**src/ach_pkg.sv**
```systemverilog
package ach_pkg;
  // ==========================================================
  // clocking and serial timing
  localparam int CLK_HZ = 25_000_000;
  localparam int OVERSAMPLE = 16;
  localparam int SYNC_W = 13;
  // baud figures in tenths, indexed by the four-bit code
  localparam int BAUD_X10 [16] = '{0, 500, 750, 1100, 1345, 1500,
    3000, 6000, 9000, 12000, 18000, 24000, 36000, 48000, 72000, 96000};
  localparam logic [3:0] BAUD_EXT = 4'h0;

  // ==========================================================
  // bus byte offsets
  localparam logic [3:0] OFS_WORD_OUT = 4'h0;
  localparam logic [3:0] OFS_WORD_IN = 4'h4;
  localparam logic [3:0] OFS_INSTR = 4'h8;
  localparam logic [3:0] OFS_MODE = 4'hC;

  // ==========================================================
  // output word fields
  localparam int MR_BIT = 15;
  localparam int WT_MSB = 14;
  localparam int WT_LSB = 12;
  localparam logic [2:0] WT_DATA = 3'h0;
  localparam logic [2:0] WT_DSIE = 3'h1;
  localparam logic [2:0] WT_DSREF = 3'h2;
  localparam logic [2:0] WT_FMT = 3'h3;
  localparam logic [2:0] WT_CTRL = 3'h4;
  localparam logic [2:0] WT_CLR = 3'h5;
  localparam int C4_XMIT = 8;
  localparam int C4_RTS = 7;
  localparam int C4_DTR = 6;
  localparam int C4_SEC = 5;
  localparam int C4_DMA = 4;
  localparam int C5_OVR = 0;
  localparam int C5_BRK = 1;
  localparam int C5_EMPTY = 2;
  localparam int C5_FULL = 3;

  // ==========================================================
  // instruction register bits
  localparam int IN_STC = 0;
  localparam int IN_CLC = 1;
  localparam int IN_STF = 2;
  localparam int IN_CLF = 3;

  // ==========================================================
  // reset values
  localparam logic [3:0] RST_BAUD = 4'h0;
  localparam logic [7:0] RST_FMT = 8'h00;

  // ==========================================================
  // state types
  typedef enum logic [1:0] {RX_IDLE, RX_START, RX_DATA, RX_STOP} ach_rx_t;
  typedef enum logic {TX_IDLE, TX_SEND} ach_tx_t;
endpackage

```
**src/ach_host_io.sv**
```systemverilog
// Implementation choices: the Avalon-MM slave port and the placing of the registers.
module ach_host_io (
  input wire logic CLK_I,              // 25 MHz clock
  input wire logic SRST_I,             // synchronous reset, high
  input wire logic [3:0] ADDRESS_I,    // avalon byte address
  input wire logic READ_I,             // avalon read
  input wire logic WRITE_I,            // avalon write
  input wire logic [31:0] WRITEDATA_I, // avalon write data
  input wire logic [3:0] BYTEENABLE_I, // avalon byte enables
  output logic [31:0] READDATA_O,      // avalon read data
  output logic WAITREQUEST_O,          // avalon wait request
  input wire logic INT_SYS_ON_I,       // host interrupt system on
  output logic IRQ_O,                  // interrupt request to host
  input wire logic RXD_I,              // serial receive line
  output logic TXD_O,                  // serial transmit line
  input wire logic CTS_I,              // clear to send
  input wire logic DSR_I,              // data set ready
  input wire logic RING_I,             // ring indicator
  input wire logic LINE_DET_I,         // received line signal detector
  input wire logic SEC_RX_I,           // secondary receive line
  output logic RTS_O,                  // request to send
  output logic DTR_O,                  // data terminal ready
  output logic SEC_TX_O,               // secondary transmit line
  output logic DMA_MODE_O,             // dma transfer mode
  input wire logic EXT_CLK_I,          // external 16x clock
  input wire logic [3:0] BAUD_JMP_I,   // strapped baud code
  input wire logic BAUD_JMP_USE_I      // use strapped code
);
  // ==========================================================
  // pin synchronisers
  logic [ach_pkg::SYNC_W-1:0] pins;
  logic [ach_pkg::SYNC_W-1:0] sync1_q;
  logic [ach_pkg::SYNC_W-1:0] sync2_q;

  assign pins = {INT_SYS_ON_I, BAUD_JMP_USE_I, BAUD_JMP_I, EXT_CLK_I,
                 SEC_RX_I, LINE_DET_I, RING_I, DSR_I, CTS_I, RXD_I};

  // two flops per pin, idle high
  generate
    for (genvar i = 0; i < ach_pkg::SYNC_W; i++) begin : g_sync
      always_ff @(posedge CLK_I) begin
        if (SRST_I) begin
          sync1_q[i] <= 1'b1;
          sync2_q[i] <= 1'b1;
        end else begin
          sync1_q[i] <= pins[i];
          sync2_q[i] <= sync1_q[i];
        end
      end
    end
  endgenerate

  logic rxd;
  logic int_on;
  logic [4:0] lines;
  logic [3:0] baud_code;
  logic [3:0] baud_q;
  logic tick;

  assign rxd = sync2_q[0];
  assign lines = {sync2_q[1], sync2_q[2], sync2_q[3], sync2_q[4],
                  sync2_q[5]};
  assign int_on = sync2_q[12];
  // strapped code overrides the programmed one
  assign baud_code = sync2_q[11] ? sync2_q[10:7] : baud_q;

  ach_baud u_baud (
    .CLK_I(CLK_I),
    .SRST_I(SRST_I),
    .code_i(baud_code),
    .ext_clk_i(sync2_q[6]),
    .tick_o(tick)
  );

  // ==========================================================
  // avalon slave: one wait cycle, then answer
  logic ack_q;
  logic fire_wr;
  logic fire_rd;
  logic [31:0] rd_mux;

  always_ff @(posedge CLK_I) begin
    if (SRST_I) begin
      ack_q <= 1'b0;
      WAITREQUEST_O <= 1'b1;
      READDATA_O <= 32'h0000_0000;
    end else if ((READ_I | WRITE_I) & ~ack_q) begin
      ack_q <= 1'b1;
      WAITREQUEST_O <= 1'b0;
      READDATA_O <= rd_mux;
    end else begin
      ack_q <= 1'b0;
      WAITREQUEST_O <= 1'b1;
    end
  end

  assign fire_wr = WRITE_I & ack_q;
  assign fire_rd = READ_I & ack_q;

  // ==========================================================
  // instruction and word decode
  logic [15:0] wd;
  logic wr_out;
  logic mr;
  logic wr_word;
  logic instr;
  logic set_control_instr;
  logic clear_control_instr;
  logic set_flag_instr;
  logic clear_flag_instr;

  // a typed output word accepted this cycle
  function automatic logic wt_hit(input logic en, input logic [15:0] w,
                                  input logic [2:0] t);
    return en && (w[ach_pkg::WT_MSB:ach_pkg::WT_LSB] == t);
  endfunction

  assign wd = WRITEDATA_I[15:0];
  assign wr_out = fire_wr && ADDRESS_I == ach_pkg::OFS_WORD_OUT &&
                  BYTEENABLE_I[1:0] == 2'h3;
  assign mr = SRST_I | (wr_out & wd[ach_pkg::MR_BIT]);
  assign wr_word = wr_out & ~wd[ach_pkg::MR_BIT];
  assign instr = fire_wr && ADDRESS_I == ach_pkg::OFS_INSTR &&
                 BYTEENABLE_I[0];
  assign set_control_instr = instr & WRITEDATA_I[ach_pkg::IN_STC];
  assign clear_control_instr = instr & WRITEDATA_I[ach_pkg::IN_CLC];
  assign set_flag_instr = instr & WRITEDATA_I[ach_pkg::IN_STF];
  assign clear_flag_instr = instr & WRITEDATA_I[ach_pkg::IN_CLF];

  // ==========================================================
  // programmed control words
  logic xmit_q;
  logic [4:0] dsie_q;
  logic [4:0] dsref_q;
  logic [7:0] fmt_q;

  // mode bits drop on master reset; baud and format survive
  always_ff @(posedge CLK_I) begin
    if (mr) begin
      xmit_q <= 1'b0;
      RTS_O <= 1'b0;
      DTR_O <= 1'b0;
      SEC_TX_O <= 1'b0;
      DMA_MODE_O <= 1'b0;
      dsie_q <= 5'h00;
      dsref_q <= 5'h00;
    end else begin
      if (wt_hit(wr_word, wd, ach_pkg::WT_CTRL)) begin
        xmit_q <= wd[ach_pkg::C4_XMIT];
        RTS_O <= wd[ach_pkg::C4_RTS];
        DTR_O <= wd[ach_pkg::C4_DTR];
        SEC_TX_O <= wd[ach_pkg::C4_SEC];
        DMA_MODE_O <= wd[ach_pkg::C4_DMA];
      end
      if (wt_hit(wr_word, wd, ach_pkg::WT_DSIE)) begin
        dsie_q <= wd[4:0];
      end
      if (wt_hit(wr_word, wd, ach_pkg::WT_DSREF)) begin
        dsref_q <= wd[4:0];
      end
    end
  end

  // baud only from the control word, format only from its own word
  always_ff @(posedge CLK_I) begin
    if (SRST_I) begin
      baud_q <= ach_pkg::RST_BAUD;
      fmt_q <= ach_pkg::RST_FMT;
    end else begin
      if (wt_hit(wr_word, wd, ach_pkg::WT_CTRL)) begin
        baud_q <= wd[3:0];
      end
      if (wt_hit(wr_word, wd, ach_pkg::WT_FMT)) begin
        fmt_q <= wd[7:0];
      end
    end
  end

  // ==========================================================
  // receiver, 8 data bits and one stop bit
  ach_pkg::ach_rx_t rx_st_q;
  logic [3:0] rx_sub_q;
  logic [3:0] rx_bit_q;
  logic [7:0] rx_sh_q;
  logic rx_done_q;
  logic rx_brk_q;

  always_ff @(posedge CLK_I) begin
    rx_done_q <= 1'b0;
    rx_brk_q <= 1'b0;
    if (mr | xmit_q) begin
      rx_st_q <= ach_pkg::RX_IDLE;
      rx_sub_q <= 4'h0;
      rx_bit_q <= 4'h0;
      rx_sh_q <= 8'h00;
    end else if (tick) begin
      rx_sub_q <= rx_sub_q + 4'h1;
      case (rx_st_q)
        ach_pkg::RX_IDLE: begin
          rx_sub_q <= 4'h0;
          if (!rxd) begin
            rx_st_q <= ach_pkg::RX_START;
          end
        end
        ach_pkg::RX_START: begin
          if (rx_sub_q == 4'h7) begin
            rx_sub_q <= 4'h0;
            rx_bit_q <= 4'h0;
            rx_st_q <= rxd ? ach_pkg::RX_IDLE : ach_pkg::RX_DATA;
          end
        end
        ach_pkg::RX_DATA: begin
          if (rx_sub_q == 4'hF) begin
            rx_sh_q <= {rxd, rx_sh_q[7:1]};
            rx_bit_q <= rx_bit_q + 4'h1;
            if (rx_bit_q == 4'h7) begin
              rx_st_q <= ach_pkg::RX_STOP;
            end
          end
        end
        ach_pkg::RX_STOP: begin
          if (rx_sub_q == 4'hF) begin
            rx_st_q <= ach_pkg::RX_IDLE;
            if (!rxd && rx_sh_q == 8'h00) begin
              rx_brk_q <= 1'b1;
            end else begin
              rx_done_q <= 1'b1;
            end
          end
        end
        default: rx_st_q <= ach_pkg::RX_IDLE;
      endcase
    end
  end

  // ==========================================================
  // transmitter
  ach_pkg::ach_tx_t tx_st_q;
  logic [3:0] tx_sub_q;
  logic [3:0] tx_bit_q;
  logic [8:0] tx_sh_q;
  logic tx_done_q;
  logic count_q;
  logic control_q;
  logic [7:0] buf_q;

  always_ff @(posedge CLK_I) begin
    tx_done_q <= 1'b0;
    if (mr) begin
      tx_st_q <= ach_pkg::TX_IDLE;
      TXD_O <= 1'b1;
      tx_sub_q <= 4'h0;
      tx_bit_q <= 4'h0;
      tx_sh_q <= 9'h1FF;
    end else begin
      case (tx_st_q)
        ach_pkg::TX_IDLE: begin
          if (xmit_q & control_q & count_q & ~tx_done_q) begin
            tx_st_q <= ach_pkg::TX_SEND;
            TXD_O <= 1'b0;
            tx_sh_q <= {1'b1, buf_q};
            tx_sub_q <= 4'h0;
            tx_bit_q <= 4'h0;
          end
        end
        ach_pkg::TX_SEND: begin
          if (tick) begin
            tx_sub_q <= tx_sub_q + 4'h1;
            if (tx_sub_q == 4'hF) begin
              if (tx_bit_q == 4'h9) begin
                tx_st_q <= ach_pkg::TX_IDLE;
                tx_done_q <= 1'b1;
              end else begin
                TXD_O <= tx_sh_q[0];
                tx_sh_q <= {1'b1, tx_sh_q[8:1]};
                tx_bit_q <= tx_bit_q + 4'h1;
              end
            end
          end
        end
        default: tx_st_q <= ach_pkg::TX_IDLE;
      endcase
    end
  end

  // ==========================================================
  // character buffer and count
  logic rd_data;

  assign rd_data = fire_rd && ADDRESS_I == ach_pkg::OFS_WORD_IN &&
                   control_q && !xmit_q;

  always_ff @(posedge CLK_I) begin
    if (mr) begin
      count_q <= 1'b0;
      buf_q <= 8'h00;
    end else if (rx_done_q) begin
      count_q <= 1'b1;
      buf_q <= rx_sh_q;
    end else if (wt_hit(wr_word, wd, ach_pkg::WT_DATA)) begin
      count_q <= 1'b1;
      buf_q <= wd[7:0];
    end else if (tx_done_q | rd_data) begin
      count_q <= 1'b0;
    end
  end

  // ==========================================================
  // latched causes: a new event beats a clear in the same cycle
  logic ovr_q;
  logic brk_q;
  logic empty_q;
  logic full_q;
  logic clr5;
  logic dev_int;

  assign clr5 = wt_hit(wr_word, wd, ach_pkg::WT_CLR);
  assign dev_int = |((lines ^ dsref_q) & dsie_q);

  always_ff @(posedge CLK_I) begin
    if (SRST_I) begin
      ovr_q <= 1'b0;
      brk_q <= 1'b0;
      empty_q <= 1'b0;
      full_q <= 1'b0;
    end else begin
      ovr_q <= (rx_done_q & count_q) |
               (ovr_q & ~(clr5 & wd[ach_pkg::C5_OVR]));
      brk_q <= rx_brk_q | (brk_q & ~(clr5 & wd[ach_pkg::C5_BRK]));
      empty_q <= tx_done_q | (empty_q & ~(clr5 & wd[ach_pkg::C5_EMPTY]));
      full_q <= rx_done_q | (full_q & ~(clr5 & wd[ach_pkg::C5_FULL]));
    end
  end

  // ==========================================================
  // control flip-flop, flag, lockout and request
  logic flag_q;
  logic lockout_q;
  logic hw_set;

  assign hw_set = (ovr_q | brk_q | empty_q | full_q | dev_int) &
                  ~lockout_q & ~flag_q;

  // set-control then clear-control in one write leaves it clear
  always_ff @(posedge CLK_I) begin
    if (mr) begin
      control_q <= 1'b0;
    end else if (clear_control_instr) begin
      control_q <= 1'b0;
    end else if (set_control_instr) begin
      control_q <= 1'b1;
    end
  end

  always_ff @(posedge CLK_I) begin
    if (mr) begin
      flag_q <= 1'b1;
    end else if (hw_set | set_flag_instr) begin
      flag_q <= 1'b1;
    end else if (clear_flag_instr) begin
      flag_q <= 1'b0;
    end
  end

  always_ff @(posedge CLK_I) begin
    if (mr | hw_set) begin
      lockout_q <= 1'b1;
    end else if (set_control_instr) begin
      lockout_q <= 1'b0;
    end
  end

  always_ff @(posedge CLK_I) begin
    if (SRST_I) begin
      IRQ_O <= 1'b0;
    end else begin
      IRQ_O <= flag_q & control_q & int_on & ~clear_flag_instr;
    end
  end

  // ==========================================================
  // read multiplexer
  always_comb begin
    rd_mux = 32'h0000_0000;
    case (ADDRESS_I)
      ach_pkg::OFS_WORD_IN: begin
        if (control_q) begin
          rd_mux[15] = count_q;
          rd_mux[8] = count_q;
          rd_mux[7:0] = buf_q;
        end else begin
          rd_mux[15] = dev_int;
          rd_mux[8:5] = {full_q, empty_q, brk_q, ovr_q};
          rd_mux[4:0] = lines;
        end
      end
      ach_pkg::OFS_INSTR: begin
        rd_mux[4:0] = {IRQ_O, int_on, lockout_q, flag_q, control_q};
      end
      ach_pkg::OFS_MODE: begin
        rd_mux[16:0] = {xmit_q, RTS_O, DTR_O, SEC_TX_O, DMA_MODE_O,
                        fmt_q, baud_code};
      end
      default: rd_mux = 32'h0000_0000;
    endcase
  end
endmodule

```
**src/ach_baud.sv**
```systemverilog
module ach_baud (
  input wire logic CLK_I,        // system clock
  input wire logic SRST_I,       // synchronous reset
  input wire logic [3:0] code_i, // active baud code
  input wire logic ext_clk_i,    // synchronised external 16x clock
  output logic tick_o            // one-cycle 16x sample enable
);
  // ==========================================================
  // divisor lookup
  function automatic logic [15:0] div_of(input logic [3:0] c);
    int d;
    d = 1;
    if (c != ach_pkg::BAUD_EXT) begin
      d = (ach_pkg::CLK_HZ * 10) /
          (ach_pkg::OVERSAMPLE * ach_pkg::BAUD_X10[c]);
    end
    return d[15:0];
  endfunction

  logic [15:0] cnt_q;
  logic [15:0] div;
  logic ext_prev_q;

  assign div = div_of(code_i);

  // ==========================================================
  // rate divider, or edge of the external clock for code zero
  always_ff @(posedge CLK_I) begin
    if (SRST_I) begin
      cnt_q <= 16'h0000;
      ext_prev_q <= 1'b1; // matches the synchroniser's idle level
      tick_o <= 1'b0;
    end else begin
      ext_prev_q <= ext_clk_i;
      if (code_i == ach_pkg::BAUD_EXT) begin
        cnt_q <= 16'h0000;
        tick_o <= ext_clk_i & ~ext_prev_q;
      end else if (cnt_q >= div - 16'h0001) begin
        cnt_q <= 16'h0000;
        tick_o <= 1'b1;
      end else begin
        cnt_q <= cnt_q + 16'h0001;
        tick_o <= 1'b0;
      end
    end
  end
endmodule

```
**config.mk**
```make
export PLATFORM = sky130hd
export DESIGN_NAME = ach_host_io
export DESIGN_NICKNAME = d
export VERILOG_FILES = /design/src/ach_pkg.sv /design/src/ach_host_io.sv /design/src/ach_baud.sv
export SDC_FILE = /design/constraint.sdc
export NUM_CORES = 1
export LEC_CHECK = 0
export ABC_AREA = 1
export BUFFER_PORTS_ARGS = -buffer_cell sky130_fd_sc_hd__buf_4
export CAP_MARGIN = 20
export CELL_PAD_IN_SITES_DETAIL_PLACEMENT = 0
export CELL_PAD_IN_SITES_GLOBAL_PLACEMENT = 1
export CORE_UTILIZATION = 25
export CTS_CLUSTER_SIZE = 30
export DETAILED_ROUTE_END_ITERATION = 7
export HOLD_SLACK_MARGIN = 0.1
export PLACE_DENSITY_LB_ADDON = 0.05
export SLEW_MARGIN = 30
export SYNTH_ARGS = -nofsm -noshare
export SYNTH_HDL_FRONTEND = slang
export SYNTH_SLANG_ARGS = --single-unit
```
**constraint.sdc**
```tcl
create_clock -name CLK_I -period 171.8 [get_ports CLK_I]
set_input_delay 8.59 -clock CLK_I [delete_from_list [all_inputs] [get_ports CLK_I]]
set_output_delay 8.59 -clock CLK_I [all_outputs]
set_load 0.02 [all_outputs]
```
==> metrics.log <==
[metrics] cell count after synthesis: 4071
[metrics] register-to-register setup slack: 102470 ps
[metrics] Min-Delay Endpoint: lines[2]$_SDFF_PP1_
[metrics] reg2reg path depth: 445
[metrics] routed via count: 24804
[metrics] worst r2r src: sync2_q[11]$_SDFF_PP1_
[metrics] detailed-placement wirelength estimate: 67200 um
[metrics] max capacitance violation total: 0
[metrics] worst skew pair latency: 430 ps
[metrics] hold-fix buffer count after cts: 0
[metrics] required time at the endpoint of the critical path: 172150 ps
[metrics] leading area contributor after synthesis: sky130_fd_sc_hd__ha_1
[metrics] total congestion overflow: 0
[metrics] endpoint of the worst-slack reg-to-reg timing path: u_baud.cnt_q[3]$_SDFF_PP0_
[metrics] Worst Hold Class: reg2reg
[metrics] net total in the final layout: 4505
[metrics] clock tree root buffer cell: sky130_fd_sc_hd__clkbuf_16
[metrics] count of standard-cell rows: 117
[metrics] most frequent cells after synthesis: sky130_fd_sc_hd__nand2_1, sky130_fd_sc_hd__inv_1, sky130_fd_sc_hd__a21oi_1, sky130_fd_sc_hd__ha_1, sky130_fd_sc_hd__o21ai_0
[metrics] CTS Sinks: 146
[metrics] Worst path slowest cell: sky130_fd_sc_hd__inv_1
[metrics] antenna-violating nets left: 0
[metrics] post-synthesis async set-or-reset flop share: 0%
[metrics] maximum net fanout on the critical path: 31
[metrics] vertical die dimension: 323 um
[metrics] Cell Area, Synth: 25700 um^2
[metrics] launching element of the worst setup path: sync2_q[11]$_SDFF_PP1_
[metrics] vias per std cell: 4.53
[metrics] DR pass1 iterations: 5
[metrics] Tmin final: 69330 ps
[metrics] number of global-route vias before repair: 24562
[metrics] critical path type: reg2reg
[metrics] Critical path buffers and inverters: 59
[metrics] largest net degree at the start of global routing: 38
[metrics] status: finished, final reports clean
[metrics] arrival time of data at the critical path endpoint: 69680 ps
[metrics] element type at the critical path end: flip-flop
[metrics] kind of start point of the critical path: flip-flop
[metrics] Synth warnings: 0
[metrics] die extent in x: 323 um
[metrics] hold-critical path depth: 1
[metrics] most common cell type on the critical path: sky130_fd_sc_hd__nand2_1
[metrics] Seq. cell area: 2920 um^2
[metrics] Resize count post-CTS: 0
[metrics] kind of cell adding the most delay to the critical path: compound AO/OA/AOI/OAI gates
[metrics] number of antenna violations at the first check in global routing: 3
[metrics] Std-Cell Core Area: 102000 um^2
[metrics] DIE AREA: 104000 um^2
[metrics] aggregate routed wire length: 83900 um
[metrics] count of unique library cells instantiated by Yosys: 71
[metrics] most instantiated library cell after synthesis: sky130_fd_sc_hd__nand2_1
[metrics] I/O pins: 96
[metrics] ratio of cells with drive above 1 in the final layout: 9.78%
[metrics] Final Max Tran Viols: 0
[metrics] effective utilization at floorplan: 25.2%
[metrics] Post-synth EDFFs: 0
[metrics] area added between synthesis and finish: 9.46%
[metrics] largest cells by area after synthesis: sky130_fd_sc_hd__ha_1, sky130_fd_sc_hd__nand2_1, sky130_fd_sc_hd__dfxtp_1
[metrics] Final Cycle Share: 40.4%
[metrics] clock-pin slew reported for the worst setup and hold paths after clock tree synthesis: 70 ps
[metrics] Residual DRC: 0
[metrics] sequential element share of the synthesized area: 11.4%
[metrics] deepest level of the CTS H-tree: 4
[metrics] Starting DRT DRC Count: 1051
[metrics] setup tns final: 0 ps
[metrics] multi-input logic area: 20400 um^2
[metrics] IO buf count: 59
[metrics] transition time at the pin with the least slew margin: 932 ps
[metrics] Fillers: 11672
[metrics] TritonCTS clock tree: built
[metrics] Crit path largest cell delay: 630 ps
[metrics] worst clock skew on the final layout: 11.0 ps
[metrics] flip-flop and latch count after synthesis: 146
[metrics] unrepaired setup endpoints after global routing: false
[metrics] per-instance average area after synthesis: 6.32 um^2
[metrics] overall fraction of global-route tracks in use: 16.1%
[metrics] Max-Slew Margin vs Limit: 37.8%
[metrics] first-pass GRT wire length: 135000 um
[metrics] primary flip-flop cell chosen by synthesis mapping: sky130_fd_sc_hd__dfxtp_1
[metrics] TritonCTS Buffers: 17
[metrics] Hold Vio Cnt, Final: 0
[metrics] startpoint of the tightest hold check path: sync1_q[3]$_SDFF_PP1_
[metrics] worst-case clock buffer depth: 2
[metrics] setup violators final: 0
[metrics] max frequency: 14.4 MHz
[metrics] number of buffers added for setup after CTS: 0
[metrics] placer congestion estimate: 0.750
[metrics] area share of the largest cell type after synthesis: 16.8%
[metrics] number of antenna diodes: 0
[metrics] Routed wire per std cell: 15.3 um
-- worst max path at each step --
stage                                 end  slack [ps]  cells after the start
6_report       u_baud.cnt_q[3]$_SDFF_PP0_      102470                    445
5_1_grt        u_baud.cnt_q[3]$_SDFF_PP0_       93290                    446
3_3_place_gp   u_baud.cnt_q[3]$_SDFF_PP0_      100550                    444
2_1_floorplan  u_baud.cnt_q[0]$_SDFF_PP0_      112940                    471
4_1_cts        u_baud.cnt_q[3]$_SDFF_PP0_      101020                    446
3_5_place_dp   u_baud.cnt_q[3]$_SDFF_PP0_      101210                    445
-- stage by stage --
| stage | util [%] | std cells | cell area [um^2] | setup WS [ps] | hold WS (ps) |
|---|---|---|---|---|---|
| floorplan | - | 4096 | 25800 | 112940 | 389 |
| global placement | 27.0 | 5446 | 27500 | 100550 | 391 |
| detailed placement | 27.0 | 5447 | 27600 | 101210 | 393 |
| CTS | 27.6 | 5478 | 28100 | 101020 | 409 |
| global route | 27.6 | 5478 | 28100 | 93290 | 424 |
| finish | 27.6 | 5478 | 28100 | 102470 | 408 |
-- flip-flops by register name, indices dropped and copies added (netlist names), 4 cells and up, named ones only --
signal,flops
READDATA_O,17
baud_q,4
buf_q,8
dsie_q,5
dsref_q,5
fmt_q,8
lines,5
rx_bit_q,4
rx_sh_q,8
rx_sub_q,4
sync1_q,13
sync2_q,6
tx_bit_q,4
tx_sh_q,8
tx_sub_q,4
u_baud.cnt_q,16
-- layer usage --
metal  up-vias  wire length (um)  GRT usage (%)
li1      13585                 -              -
met1     11059             42800           22.0
met2       126             39600           28.4
met3        34               755          0.841
met4         0               854           2.11
met5         -                 0              0
-- worst register-to-register path, delay by kind of cell, from the launching register on --
kind / cells / cell delay (ps)
adders and majority gates: 31 / 9820
and+or+nand+nor: 211 / 24300
AOI/OAI and AO/OA: 143 / 26380
buffers and inverters: 59 / 7940
xor gates and xnor gates: 1 / 170
DFF: 1 / 610
-- kinds of logic after synthesis --
| kind of cell | count (synthesis) | share of synthesized area, % |
|---|---|---|
| compound gates | 882 | 19.0 |
| other cells | 2 | 0.0292 |
| buf+inv | 590 | 9.79 |
| fa+ha+maj | 350 | 17.2 |
| flops | 146 | 11.4 |
| xor+xnor | 275 | 9.37 |
| simple gates | 1826 | 33.3 |
-- cell usage in the layout, fill, tap and decap left out, types with 19 or more instances in the layout --
cell type / instances
sky130_fd_sc_hd__inv_1: 444
sky130_fd_sc_hd__o21bai_1: 46
sky130_fd_sc_hd__nand2_4: 26
sky130_fd_sc_hd__nor3_1: 39
sky130_fd_sc_hd__nand4_1: 49
sky130_fd_sc_hd__or2_2: 58
sky130_fd_sc_hd__xor2_1: 164
sky130_fd_sc_hd__o21ai_0: 314
sky130_fd_sc_hd__nand2_1: 999
sky130_fd_sc_hd__xnor2_1: 111
sky130_fd_sc_hd__nor2_1: 262
sky130_fd_sc_hd__a31oi_1: 27
sky130_fd_sc_hd__ha_1: 345
sky130_fd_sc_hd__nand3_1: 202
sky130_fd_sc_hd__inv_2: 28
sky130_fd_sc_hd__nand3_2: 48
sky130_fd_sc_hd__a21o_1: 19
sky130_fd_sc_hd__buf_4: 85
sky130_fd_sc_hd__conb_1: 27
sky130_fd_sc_hd__o21ai_1: 39
sky130_fd_sc_hd__dfxtp_1: 146
sky130_fd_sc_hd__a21oi_1: 345
sky130_fd_sc_hd__nand2_2: 52
-- cell type report --
cell class              instances  share of cell area [%]
well taps                    1368                    6.08
repair buffers                 86                    2.37
flip-flops and latches        146                    10.4
inverters                     487                    6.62
clock inverters                11                   0.547
clock buffers                  20                    1.55
multi-input cells            3360                    72.4
Power is not shown: default switching activity piles up to over one toggle a cycle in this logic, so the estimate is an artifact.
